<file path="config.mk">
export PLATFORM = sky130hd
export DESIGN_NAME = iorps_top
export DESIGN_NICKNAME = d
export VERILOG_FILES = /design/src/hdl/iorps_pkg.sv /design/src/hdl/iorps_phase_gen.sv /design/src/hdl/iorps_prio_pick.sv /design/src/hdl/iorps_top.sv
export VERILOG_INCLUDE_DIRS = /design/src /design/src/hdl
export SDC_FILE = /design/constraint.sdc
export NUM_CORES = 1
export LEC_CHECK = 0
export BUFFER_PORTS_ARGS = -buffer_cell sky130_fd_sc_hd__buf_2
export CAP_MARGIN = 20
export CORE_ASPECT_RATIO = 0.75
export CORE_MARGIN = 2
export CORE_UTILIZATION = 45
export CTS_CLUSTER_SIZE = 40
export DETAILED_ROUTE_END_ITERATION = 16
export GPL_ROUTABILITY_DRIVEN = 0
export PLACE_DENSITY_LB_ADDON = 0.1
export SLEW_MARGIN = 0
export SYNTH_ARGS = -nofsm -noshare
export SYNTH_HDL_FRONTEND = slang
export SYNTH_SLANG_ARGS = --single-unit
</file>
<file path="constraint.sdc">
create_clock -name ref_clk -period 3.5 [get_ports ref_clk]
set_input_delay 0.35 -clock ref_clk [delete_from_list [all_inputs] [get_ports ref_clk]]
set_output_delay 0.35 -clock ref_clk [all_outputs]
set_load 0.05 [all_outputs]
</file>
<file path="src/hdl/iorps_regs.svh">
`ifndef IORPS_REGS_SVH
`define IORPS_REGS_SVH

// Timing
`define IORPS_CLK_PERIOD_NS 8
`define IORPS_PHASE_NS 250
`define IORPS_PHASE_CYC ((`IORPS_PHASE_NS + `IORPS_CLK_PERIOD_NS - 1) / `IORPS_CLK_PERIOD_NS)

// Phase counter codes (phase one .. phase four)
`define IORPS_PH1 2'h0
`define IORPS_PH4 2'h3

// Request source positions, highest priority first
`define IORPS_SRC_N 5
`define IORPS_SRC_DATA_CH 0
`define IORPS_SRC_CLOCK 1
`define IORPS_SRC_AUTO_PRI 2
`define IORPS_SRC_PROG_INT 3
`define IORPS_SRC_IO_INSTR 4

// Word width moved through the accumulator
`define IORPS_WORD_W 18

// Register byte offsets
`define IORPS_CTRL_OFF 8'h00
`define IORPS_STATUS_OFF 8'h04
`define IORPS_COUNT_OFF 8'h08
`define IORPS_ABORT_OFF 8'h0C

// CTRL fields and reset value
`define IORPS_CTRL_RUN_BIT 0
`define IORPS_CTRL_EN_LSB 8
`define IORPS_CTRL_RST 32'h00001F01

// STATUS fields
`define IORPS_ST_PHASE_LSB 0
`define IORPS_ST_FIRST_LSB 4
`define IORPS_ST_SYNC_LSB 12
`define IORPS_ST_GRANT_BIT 20
`define IORPS_ST_HOLD_BIT 21

`endif

</file>
<file path="src/hdl/iorps_pkg.sv">
package iorps_pkg;
	typedef logic [4:0] iorps_src_t;
	typedef logic [1:0] iorps_phase_cnt_t;
	typedef enum logic [3:0] {
		IORPS_T1 = 4'h1,
		IORPS_T2 = 4'h2,
		IORPS_T3 = 4'h4,
		IORPS_T4 = 4'h8
	} iorps_phase_t;
endpackage

</file>
<file path="src/hdl/iorps_phase_gen.sv">
`timescale 1ns/10ps
`include "iorps_regs.svh"
module iorps_phase_gen import iorps_pkg::*; #(
	parameter int PHASE_CYC = `IORPS_PHASE_CYC
) (
	input wire logic ref_clk,
	input wire logic sys_rst,
	input wire logic run,
	input wire logic hold,
	output iorps_phase_cnt_t phase_cnt,
	output logic phase_tick
);
	logic [7:0] div_reg;
	logic [7:0] div_next;
	iorps_phase_cnt_t cnt_reg;
	iorps_phase_cnt_t cnt_next;
	logic tick_reg;
	logic tick_next;

	// Tick marks the first cycle of a newly entered phase
	always_comb begin
		div_next = div_reg;
		cnt_next = cnt_reg;
		tick_next = 1'b0;
		if (run && !hold) begin
			if (div_reg == 8'(PHASE_CYC - 1)) begin
				div_next = 8'h00;
				cnt_next = cnt_reg + 2'h1;
				tick_next = 1'b1;
			end else begin
				div_next = div_reg + 8'h01;
			end
		end
	end

	always_ff @(posedge ref_clk or posedge sys_rst) begin
		if (sys_rst) begin
			div_reg <= 8'h00;
			cnt_reg <= 2'h3;
			tick_reg <= 1'b0;
		end else begin
			div_reg <= div_next;
			cnt_reg <= cnt_next;
			tick_reg <= tick_next;
		end
	end

	assign phase_cnt = cnt_reg;
	assign phase_tick = tick_reg;
endmodule

</file>
<file path="src/hdl/iorps_prio_pick.sv">
`timescale 1ns/10ps
module iorps_prio_pick #(
	parameter int N = 5
) (
	input wire logic [N-1:0] req,
	output logic [N-1:0] keep
);
	logic [N:0] above;

	// Bit 0 is highest; each bit survives only if nothing above it is set
	assign above[0] = 1'b0;
	genvar i;
	generate
		for (i = 0; i < N; i++) begin : g_pick
			assign keep[i] = req[i] & ~above[i];
			assign above[i+1] = above[i] | req[i];
		end
	endgenerate
endmodule

</file>
<file path="src/hdl/iorps_top.sv">
// Contract
// - Phase clock steps every 250 ns, a 4 MHz rate.
// - Each step advances a 2-bit counter decoded into four phases, 1 MHz cycle.
// - Phase one is the bus sync phase devices align requests to.
// - Phase clock runs freely except holding for memory on multicycle or single-out transfers.
// - Priority: data channel, clock, auto priority, program interrupt, I/O instruction.
// - All first-stage request flops sample their inputs at phase four, any may set.
// - One phase later, at phase one, second-stage sync flops load.
// - Higher first-stage request clears all lower ones before the second-stage load.
// - A set sync flop stays set until its transfer finishes.
// - Data channel raises memory request, granted once the CPU reference finishes.
// - Data channel keeps memory precedence over CPU until its transfer completes.
// - Program transfers move one 18-bit word through the accumulator.
// - I/O instruction completion clears both its first and second stage flops.
`timescale 1ns/10ps
`include "iorps_regs.svh"
module iorps_top import iorps_pkg::*; #(
	parameter int PHASE_CYC = `IORPS_PHASE_CYC,
	parameter int WORD_W = `IORPS_WORD_W,
	parameter int COUNT_W = 16
) (
	input wire logic ref_clk,
	input wire logic sys_rst,
	// APB slave
	input wire logic psel,
	input wire logic penable,
	input wire logic pwrite,
	input wire logic [7:0] paddr,
	input wire logic [31:0] pwdata,
	output logic [31:0] prdata,
	output logic pready,
	output logic pslverr,
	// Requests from devices and the CPU
	input wire logic data_channel_request,
	input wire logic clock_request,
	input wire logic auto_priority_interrupt_request,
	input wire logic program_interrupt_request,
	input wire logic io_instruction_request,
	input wire logic [4:0] xfer_done,
	// Memory path
	input wire logic mem_wait,
	input wire logic data_channel_multicycle,
	input wire logic data_channel_single_out,
	input wire logic cpu_mem_busy,
	// Accumulator word path
	input wire logic [WORD_W-1:0] ac_word,
	input wire logic [WORD_W-1:0] device_word,
	// Outputs
	output logic [3:0] phase_onehot,
	output logic io_sync_pulse,
	output logic [4:0] sync_grant,
	output logic io_mem_request,
	output logic io_mem_grant,
	output logic cpu_mem_hold,
	output logic [WORD_W-1:0] io_bus_word,
	output logic [WORD_W-1:0] ac_return_word
);
	function automatic iorps_phase_t dec_phase(input iorps_phase_cnt_t c);
		iorps_phase_t p;
		p = IORPS_T1;
		unique case (c)
			2'h0: p = IORPS_T1;
			2'h1: p = IORPS_T2;
			2'h2: p = IORPS_T3;
			2'h3: p = IORPS_T4;
		endcase
		return p;
	endfunction

	iorps_phase_cnt_t phase_cnt;
	logic phase_tick;
	logic ph_hold;
	logic run;
	iorps_src_t src_en;
	iorps_src_t req_in;
	iorps_src_t first_keep;

	logic [31:0] ctrl_reg;
	logic [31:0] ctrl_next;
	logic [31:0] prdata_reg;
	logic [31:0] prdata_next;
	logic pready_reg;
	logic pready_next;
	logic pslverr_reg;
	logic pslverr_next;
	iorps_src_t abort_reg;
	iorps_src_t abort_next;
	logic [COUNT_W-1:0] count_reg;
	logic [COUNT_W-1:0] count_next;

	iorps_src_t first_reg;
	iorps_src_t first_next;
	iorps_src_t sync_reg;
	iorps_src_t sync_next;
	logic [3:0] phase_oh_reg;
	logic [3:0] phase_oh_next;
	logic io_sync_reg;
	logic io_sync_next;
	logic mreq_reg;
	logic mreq_next;
	logic mgrant_reg;
	logic mgrant_next;
	logic chold_reg;
	logic chold_next;
	logic [WORD_W-1:0] bus_word_reg;
	logic [WORD_W-1:0] bus_word_next;
	logic [WORD_W-1:0] ret_word_reg;
	logic [WORD_W-1:0] ret_word_next;

	logic sample_t4;
	logic load_t1;
	logic settle_t4;
	logic wr_acc;
	iorps_src_t finish;

	assign run = ctrl_reg[`IORPS_CTRL_RUN_BIT];
	assign src_en = ctrl_reg[`IORPS_CTRL_EN_LSB +: 5];
	// Memory wait stalls the phases only for these data channel transfers
	assign ph_hold = mem_wait && sync_reg[`IORPS_SRC_DATA_CH] &&
		(data_channel_multicycle || data_channel_single_out);

	iorps_phase_gen #(
		.PHASE_CYC(PHASE_CYC)
	) u_phase (
		.ref_clk(ref_clk),
		.sys_rst(sys_rst),
		.run(run),
		.hold(ph_hold),
		.phase_cnt(phase_cnt),
		.phase_tick(phase_tick)
	);

	assign req_in = {io_instruction_request, program_interrupt_request,
		auto_priority_interrupt_request, clock_request, data_channel_request};

	iorps_prio_pick #(
		.N(`IORPS_SRC_N)
	) u_pick (
		.req(first_reg),
		.keep(first_keep)
	);

	assign sample_t4 = phase_tick && (phase_cnt == `IORPS_PH4);
	assign settle_t4 = !phase_tick && (phase_cnt == `IORPS_PH4);
	assign load_t1 = phase_tick && (phase_cnt == `IORPS_PH1);
	assign wr_acc = psel && penable && pready_reg && pwrite;
	assign finish = xfer_done | abort_reg;

	// Two-stage request synchronizer
	always_comb begin
		first_next = first_reg;
		sync_next = sync_reg;
		count_next = count_reg;
		// Completion clears first, so a same-cycle sample still sets
		first_next = first_next & ~finish;
		sync_next = sync_next & ~finish;
		if (sample_t4) begin
			first_next = first_next | (req_in & src_en);
		end else if (settle_t4) begin
			// Lower requests drop out, and a completion in this window still clears its own bit
			first_next = first_next & first_keep;
		end
		if (load_t1 && sync_reg == 5'h00) begin
			sync_next = first_keep;
			if (first_keep != 5'h00) begin
				count_next = count_reg + COUNT_W'(1);
			end
		end
	end

	always_ff @(posedge ref_clk or posedge sys_rst) begin
		if (sys_rst) begin
			first_reg <= 5'h00;
			sync_reg <= 5'h00;
			count_reg <= '0;
		end else begin
			first_reg <= first_next;
			sync_reg <= sync_next;
			count_reg <= count_next;
		end
	end

	// Phase, memory arbitration and word path outputs
	always_comb begin
		phase_oh_next = dec_phase(phase_cnt);
		io_sync_next = load_t1;
		mreq_next = sync_reg[`IORPS_SRC_DATA_CH];
		mgrant_next = 1'b0;
		if (sync_reg[`IORPS_SRC_DATA_CH]) begin
			mgrant_next = mgrant_reg || !cpu_mem_busy;
		end
		chold_next = sync_reg[`IORPS_SRC_DATA_CH];
		bus_word_next = bus_word_reg;
		ret_word_next = ret_word_reg;
		if (sync_reg[`IORPS_SRC_IO_INSTR]) begin
			bus_word_next = ac_word;
		end
		if (xfer_done[`IORPS_SRC_IO_INSTR] && sync_reg[`IORPS_SRC_IO_INSTR]) begin
			ret_word_next = device_word;
		end
	end

	always_ff @(posedge ref_clk or posedge sys_rst) begin
		if (sys_rst) begin
			phase_oh_reg <= 4'h8;
			io_sync_reg <= 1'b0;
			mreq_reg <= 1'b0;
			mgrant_reg <= 1'b0;
			chold_reg <= 1'b0;
			bus_word_reg <= '0;
			ret_word_reg <= '0;
		end else begin
			phase_oh_reg <= phase_oh_next;
			io_sync_reg <= io_sync_next;
			mreq_reg <= mreq_next;
			mgrant_reg <= mgrant_next;
			chold_reg <= chold_next;
			bus_word_reg <= bus_word_next;
			ret_word_reg <= ret_word_next;
		end
	end

	// APB slave: read data and status prepared in setup, one-cycle access
	always_comb begin
		ctrl_next = ctrl_reg;
		abort_next = 5'h00;
		prdata_next = prdata_reg;
		pready_next = psel && !penable;
		pslverr_next = 1'b0;
		if (psel && !penable) begin
			prdata_next = 32'h00000000;
			unique case (paddr)
				`IORPS_CTRL_OFF: prdata_next = ctrl_reg;
				`IORPS_STATUS_OFF: begin
					prdata_next[`IORPS_ST_PHASE_LSB +: 2] = phase_cnt;
					prdata_next[`IORPS_ST_FIRST_LSB +: 5] = first_reg;
					prdata_next[`IORPS_ST_SYNC_LSB +: 5] = sync_reg;
					prdata_next[`IORPS_ST_GRANT_BIT] = mgrant_reg;
					prdata_next[`IORPS_ST_HOLD_BIT] = ph_hold;
				end
				`IORPS_COUNT_OFF: prdata_next[COUNT_W-1:0] = count_reg;
				`IORPS_ABORT_OFF: prdata_next = 32'h00000000;
				default: pslverr_next = 1'b1;
			endcase
		end
		if (wr_acc && !pslverr_reg) begin
			if (paddr == `IORPS_CTRL_OFF) begin
				ctrl_next = 32'h00000000;
				ctrl_next[`IORPS_CTRL_RUN_BIT] = pwdata[`IORPS_CTRL_RUN_BIT];
				ctrl_next[`IORPS_CTRL_EN_LSB +: 5] = pwdata[`IORPS_CTRL_EN_LSB +: 5];
			end
			if (paddr == `IORPS_ABORT_OFF) begin
				abort_next = pwdata[4:0];
			end
		end
	end

	always_ff @(posedge ref_clk or posedge sys_rst) begin
		if (sys_rst) begin
			ctrl_reg <= `IORPS_CTRL_RST;
			abort_reg <= 5'h00;
			prdata_reg <= 32'h00000000;
			pready_reg <= 1'b0;
			pslverr_reg <= 1'b0;
		end else begin
			ctrl_reg <= ctrl_next;
			abort_reg <= abort_next;
			prdata_reg <= prdata_next;
			pready_reg <= pready_next;
			pslverr_reg <= pslverr_next;
		end
	end

	assign prdata = prdata_reg;
	assign pready = pready_reg;
	assign pslverr = pslverr_reg;
	assign phase_onehot = phase_oh_reg;
	assign io_sync_pulse = io_sync_reg;
	assign sync_grant = sync_reg;
	assign io_mem_request = mreq_reg;
	assign io_mem_grant = mgrant_reg;
	assign cpu_mem_hold = chold_reg;
	assign io_bus_word = bus_word_reg;
	assign ac_return_word = ret_word_reg;
endmodule

</file>
# Word-level counts from Yosys, hierarchy flattened
# Index checks and enable logic that the tools add are counted.
# W data, S select, Z words.
[word_totals]
rom_bits = 0
word_cells = 92
out_inout_bits = 83
mem_bits_rw = 0
memories = 0
latch_bits = 0
ff_bits = 112
inputBits = 95
[classes]
div_mod_pow = 0
shift = 0
n_eq_ne = 7
n_addsub = 3
bitwise = 18
n_reduce_logical = 28
order_cmp = 0
muxes = 19
n_mul = 0
[ops]
columns = ["op", "count"]
rows = [
  ["$mux W5", 5],
  ["$and A5 B5 Y5", 4],
  ["$add A16 B1 Y16 const B", 1],
  ["$eq A8 B4 Y1 const B", 2],
  ["$pmux W4 S4", 1],
  ["$pmux W5 S3", 1],
  ["$logic_and A1 B1 Y1", 13],
  ["$pmux W4 S3", 1],
  ["$or A5 B5 Y5", 2],
  ["$add A8 B1 Y8 const B", 1],
  ["$eq A8 B3 Y1 const B", 1],
  ["$eq A8 B5 Y1 const B", 1],
  ["$logic_not A8 Y1", 1],
  ["$mux W8", 1],
  ["$mux W1", 6],
  ["$pmux W2 S3", 1],
  ["$pmux W3 S2", 1],
  ["$reduce_and A2 Y1", 3],
  ["$logic_not A1 Y1", 5],
  ["$logic_not A5 Y1", 1],
  ["$not A5 Y5", 1],
  ["$reduce_bool A5 Y1", 1],
  ["$and A1 B1 Y1", 4],
  ["$eq A2 B2 Y1 const B", 2],
  ["8 further kinds", 15],
]

# Longest topological paths before layout
# Gate-level depths: netlist of run 1.
[depth]
depth_word = 8
ltp_mapped = 8
ltp_nobuf = 6

# Modules after synthesis
# A second synthesis of run 1 with hierarchy kept.
[unflattened]
cells_unflattened = 405
area_unflattened_um2 = 4933.5
[modules_own_cells]
columns = ["module", "instances", "area_per_inst_um2", "seq_area_each_um2", "cells_each"]
rows = [
  ["iorps_top", 1, 4341.7, 2536.2, 351],
  ["iorps_phase_gen", 1, 536.8, 277.8, 48],
  ["iorps_prio_pick", 1, 55.1, 0.0, 6],
]

# Worst setup path after synthesis of run 1
# OpenSTA, ideal clock, no wires.
[synth_path]
kind = "reg2reg"
start = "register sync_reg[4], in the netlist sync_grant[4]"
end = "register count_reg[1]"
arrival_ps = 2116
setup_ps = 125
n_path_buf = 1
stages_incl_launch_ff = 6
setup_slack_ps = 1260
t_required_ps = 3375
synth_period_minus_slack_ps = 2240
cell_sequence = "dfrtp_1 or4_1 or3_1 buf_2 nor2_1 mux2_2"
[synth_via]
elab_chain_len = 3
[synth_lines]
columns = ["element", "line", "rtl"]
rows = [
  ["start, declared", "iorps_top.sv:93", "iorps_src_t sync_reg;"],
  ["start signal, assigned", "iorps_top.sv:178", "sync_reg <= sync_next;"],
  ["$logic_not A5 Y1", "iorps_top.sv:163", "if (load_t1 && sync_reg == 5'h00) begin"],
  ["$logic_and A1 B1 Y1", "iorps_top.sv:163", ""],
  ["$reduce_and A2 Y1 (no source line)", "--", ""],
  ["end signal, assigned", "iorps_top.sv:179", "count_reg <= count_next;"],
  ["end, declared", "iorps_top.sv:88", "logic [COUNT_W-1:0] count_reg;"],
]
# No other way between the ends.
# A chain may end at the register's enable or synchronous reset.

# Worst setup path after layout of run 1
[layout_path]
start = "register sync_reg[3], in the netlist sync_grant[3]"
end = "register count_reg[1]"
# Same word-level chain as after synthesis.

==> results.json, run 1 <==
{
  "cts.htree.levels": 3,
  "drv_cap": 0,
  "root_buffer": "clkbuf_16",
  "hold_class": "primary input to asynchronous set/reset pin",
  "drc": 0,
  "ys_seq_area_share_pct": 58.1,
  "boundaryPins": 178,
  "avgViaCountPerCell": 5.20,
  "cts_sinks": 112,
  "synth_edf_count": 0,
  "reg2regPathDepth": 4,
  "ys.flop_type": "dfrtp_1",
  "worstMarginPinSlew_ns": 0.939,
  "final_nets": 641,
  "powerDensity_nw_per_um2": 426,
  "wl_per_cell_microns": 16.6,
  "status": "finished clean",
  "grt_pass1_wl_microns": 17400,
  "die_y_microns": 93.8,
  "antenna_found_initial": 0,
  "overflow": 0,
  "rows": 32,
  "finClkSkew_ns": 0.00459,
  "relSlewSlack_pct": 37.4,
  "cts_tree": "built",
  "cp_data_required_time_ns": 3.74,
  "ff_latch_area_sq_um": 2810,
  "fin_crit_sh_pct": 66.8,
  "syn_inst": 402,
  "synth.avg_cell_area_sq_um": 12.0,
  "cpPeakStageDelay_ns": 0.62,
  "dr_total_vias": 3530,
  "grt_use_total_pct": 20.0,
  "drt_iter0_drc": 188,
  "wl_microns": 11300,
  "coreArea_sq_um": 10400,
  "largest_reg_flops": 19,
  "period_needed_ns": 2.34,
  "worstPathCellList": "or4_1 -> or3_1 -> nor2_1 -> mux2_2",
  "setup-violations-final": 0,
  "timing_worst_setup_path_type": "flip-flop to flip-flop",
  "synth_top_area_share_pct": 53.2,
  "synth_cell_type_count": 43,
  "finalHoldViolations": 0,
  "fin_setup_tns_ns": 0,
  "grt_pass1_vias": 3353,
  "max_freq_mhz": 428,
  "crit_start": "sync_grant[3]",
  "ys_ff_latch": 112,
  "insertion_delay_ns": 0.35,
  "area_growth_pct": 23.0,
  "place.port_buffers": 142,
  "multi_input_area_sq_um": 1860,
  "crit_fanout": 17,
  "clk_pin_slew_ns": 0.07,
  "drive_gt1_share_pct": 41.1,
  "antenna_cells": 0,
  "ctsResizeCount": 0,
  "post-cts-setup-buffer-count": 0,
  "first_pass_iters": 4,
  "nFillCells": 918,
  "clockBufferDepth": 2,
  "final_core_util_pct": 57.4,
  "slew_violations": 0,
  "die_x_microns": 124,
  "netlist_area_sq_um": 4840,
  "grt_max_degree": 61,
  "p_leak_nw": 3.19,
  "async_flop_share_pct": 100,
  "dpl.hpwl_microns": 8420,
  "ys_warn_count": 0,
  "rsz0062_at_grt": "no",
  "reg2reg_from": "sync_grant[3]",
  "critPathBufInv": 0,
  "crit_path_end_kind": "flip-flop",
  "ant_nets": 0,
  "yosysTopAreaCell": "dfrtp_1",
  "ys_top_cells_by_area": "dfrtp_1 (53%), mux2_2 (10%), dfstp_2 (4.9%)",
  "initial_utilization_pct": 46.7,
  "worstSetupStartpointType": "flip-flop",
  "cp_top_family": "simple AND/OR/NAND/NOR gates",
  "max-vdd-ir-drop_mv": 0.259,
  "ctsHoldBuffers": 0,
  "slowest_stage": "or3_1",
  "cp.arrival_ns": 2.58,
  "die_area_sq_um": 11600,
  "critical_path_cell_count": 4,
  "cts_buffers": 9
}
## stage by stage
step	power, mW	hold slack [ns]	setup slack (ns)	instance area (sq um)	instances
after global routing	2.64	0.147	1.04	5960	679
after global placement	1.46	0.457	1.23	5630	663
after CTS	2.57	0.120	1.18	5960	679
final	2.54	0.0981	1.16	5960	679
after floorplan	1.41	0.438	0.206	4890	414
after detailed placement	1.46	0.458	1.19	5630	663
## report_power, final
part | total, mW | switching, mW | internal, mW | leakage [nW]
Sequential | 1.30 | 0.00167 | 1.30 | 1.53
Combinational | 0.133 | 0.0943 | 0.0385 | 1.50
Clock | 1.11 | 0.471 | 0.635 | 0.157
## cells by family after synthesis
| family | synth area share (%) |
|---|---|
| muxes | 11.9 |
| buffers and inverters | 4.37 |
| other | 0.0774 |
| and+or+nand+nor | 12.6 |
| adders and majority gates | 2.07 |
| AOI/OAI and AO/OA | 7.13 |
| xor gates and xnor gates | 3.80 |
| DFF | 58.1 |
## area by class of cell
type,count,share of cell area [%]
flip-flops and latches,112,47.2
multi-input cells,262,31.3
repair buffers,146,12.6
clock buffers,9,3.78
well taps,136,2.86
clock inverters,7,1.72
inverters,7,0.483
## placed cells by master, fill, tap and decap left out, drive strengths merged, types with 5 or more instances in the layout
master,Yosys,layout
buf,17,146
dfrtp,103,103
mux2,45,45
nand2,36,36
nor2,22,22
xor2,16,16
conb,1,13
o21ai,11,11
nand4,10,10
o31ai,10,10
nand3,9,9
clkbuf,16,9
dfstp,9,9
nor3,9,9
inv,7,9
a22oi,8,8
ha,8,8
and2,7,7
mux2i,7,7
nor4,6,6
a32o,5,5
a31oi,5,5
xnor2,5,5
## Yosys cell counts, drive strengths merged (6+ instances only)
library cell / instances
inv: 7
and2: 7
nand2: 36
clkbuf: 16
o21ai: 11
nand4: 10
nand3: 9
mux2: 45
nor3: 9
xor2: 16
nor2: 22
o31ai: 10
ha: 8
a22oi: 8
mux2i: 7
dfrtp: 103
nor4: 6
dfstp: 9
buf: 17
## path summary, 6_finish.rpt
path	endpoint	slack, ns
worst min-delay path	io_bus_word[8]	0.1
min in group ref_clk	io_mem_grant	0.19
worst max-delay path	count_reg[1]	1.16
worst max register to register	count_reg[1]	1.16
worst min register to register	u_phase.div_reg[4]	0.47
max in group asynchronous	u_phase.phase_cnt[1]	2.62
## per-layer routing
metal  up-vias  GRT usage [%]  part of all wire [%]
met5         -              0                     0
met3        13           5.40                   8.6
met2       144           28.2                    44
met4         0           6.16                   1.5
li1       1669              -                     -
met1      1704           30.1                    46
## worst register-to-register path: stages, from the launching register on
cell	delay [ns]
dfrtp_1	0.43
or4_1	0.54
or3_1	0.62
nor2_1	0.28
mux2_2	0.36
(Power assumes the default switching activity.)
==> run 2: changes to the inputs <==
==> constraint.sdc (replaced) <==
create_clock -name ref_clk -period 2.05 [get_ports ref_clk]
set_input_delay 0.205 -clock ref_clk [delete_from_list [all_inputs] [get_ports ref_clk]]
set_output_delay 0.205 -clock ref_clk [all_outputs]
set_load 0.05 [all_outputs]
==> run 2 against run 1 <==
Net effect:
- clock power rose by 59%
- first-iteration DRC count grew 8.0%
- via count increased by 2.0%
- global-route usage grew 0.32 points
- clock-buffer cell count is the same
- critical path type unchanged
==> results.json, run 2 (same netlist as run 1, synthesis figures left out) <==
{
  "status": "finished clean",
  "worstMarginPinSlew_ns": 0.702,
  "rows": 32,
  "worstSetupStartpointType": "flip-flop",
  "boundaryPins": 178,
  "finalHoldViolations": 0,
  "root_buffer": "clkbuf_16",
  "die_area_sq_um": 11600,
  "clockBufferDepth": 2,
  "rsz0062_at_grt": "yes",
  "setup-violations-final": 0,
  "final_nets": 662,
  "hold_class": "primary input to flip-flop",
  "cp.arrival_ns": 2.25,
  "cts_tree": "built",
  "layout_commonest_cell": "buf_2",
  "first_pass_iters": 4,
  "ant_nets": 0,
  "coreArea_sq_um": 10400,
  "overflow": 0,
  "relSlewSlack_pct": 53.1,
  "dpl.hpwl_microns": 8960,
  "die_x_microns": 124,
  "max-vdd-ir-drop_mv": 0.475,
  "clk_pin_slew_ns": 0.07,
  "cp_data_required_time_ns": 2.29,
  "initial_utilization_pct": 46.7,
  "layout_common_cells": "buf_2 (142), dfrtp_1 (99), mux2_2 (45)",
  "die_y_microns": 93.8,
  "crit_path_end_kind": "flip-flop",
  "period_needed_ns": 2.01,
  "largest_reg_flops": 19,
  "place.port_buffers": 142,
  "grt_use_total_pct": 20.4,
  "dr_total_vias": 3602,
  "cts.htree.levels": 3,
  "avgViaCountPerCell": 5.15,
  "fin_setup_tns_ns": 0,
  "antenna_cells": 0,
  "powerDensity_nw_per_um2": 681,
  "grt_pass1_vias": 3387,
  "grt_max_degree": 34,
  "crit_fanout": 17,
  "timing_worst_setup_path_type": "flip-flop to flip-flop",
  "insertion_delay_ns": 0.35,
  "finClkSkew_ns": 0.00859,
  "drv_cap": 0,
  "drive_gt1_share_pct": 45.4,
  "drc": 0,
  "wl_microns": 11700,
  "hold_ws_ns": 0.0343,
  "wl_per_cell_microns": 16.6,
  "final_core_util_pct": 59.9,
  "antenna_found_initial": 0,
  "cts_sinks": 112,
  "area_growth_pct": 28.3,
  "slew_violations": 0,
  "max_freq_mhz": 498,
  "grt_pass1_wl_microns": 17600,
  "drt_iter0_drc": 203,
  "p_leak_nw": 3.35,
  "fin_crit_sh_pct": 98.0,
  "cts_buffers": 9
}
-- run 2: repair_timing --
action                                 CTS  global route
gates resized for setup                  4            11
setup endpoints to repair                5             9
hold buffers                             1             0
pin swaps                                0             4
buffers inserted                         0             0
endpoints found under the hold margin   20             0
-- run 2: where the power goes --
part / switching [mW] / internal (mW) / leakage (nW)
combinational: 0.163 / 0.0790 / 1.68
sequential: 0.00278 / 2.21 / 1.52
clock: 0.811 / 0.959 / 0.146
total: 0.977 / 3.25 / 3.35
-- run 2: routing by layer --
layer / GRT usage, % / routed length, microns / vias to the layer above
met5: 0 / 0 / -
met4: 4.83 / 55 / 0
met3: 5.10 / 977 / 8
met2: 31.2 / 5380 / 142
met1: 29.1 / 5240 / 1739
li1: - / - / 1713
-- run 2: final timing paths --
kind / start / end / slack [ns] / cells past startpoint
min in group asynchronous: sys_rst / phase_onehot[0] / 0.51 / 3
hold reg to reg: prdata[14] / prdata[14] / 0.48 / 2
max in group asynchronous: sys_rst / ctrl_reg[12] / 0.88 / 4
hold / removal: cpu_mem_busy / io_mem_grant / 0.03 / 2
setup / recovery: sync_grant[1] / count_reg[1] / 0.04 / 5
setup reg to reg: sync_grant[1] / count_reg[1] / 0.04 / 5
-- run 2: worst max-delay path, stage by stage, from the launching register on --
cell	delay, ns
dfrtp_2	0.40
or4_4	0.54
or3_4	0.35
buf_12	0.17
nor2_4	0.11
mux2_2	0.34
-- run 2: layout make-up --
class                           instances  area [sq um]
Tap cell                              136           170
Fill cell                             852          4160
Inverter                                7          30.0
Sequential cell                       112          2820
Clock inverter                          7          77.6
Timing Repair Buffer                  167           938
Multi-Input combinational cell        262          1950
Clock buffer                            9           225
-- run 2: through the flow --
step / cells / area, sq um / setup slack [ns] / power, mW
after floorplan: 414 / 4910 / -0.0389 / 2.41
after CTS: 700 / 6140 / 0.0216 / 4.27
final: 700 / 6210 / 0.0413 / 4.23
after global routing: 700 / 6210 / -0.0121 / 4.39
after global placement: 683 / 5810 / 0.0329 / 2.50
after detailed placement: 683 / 5810 / -0.0320 / 2.50
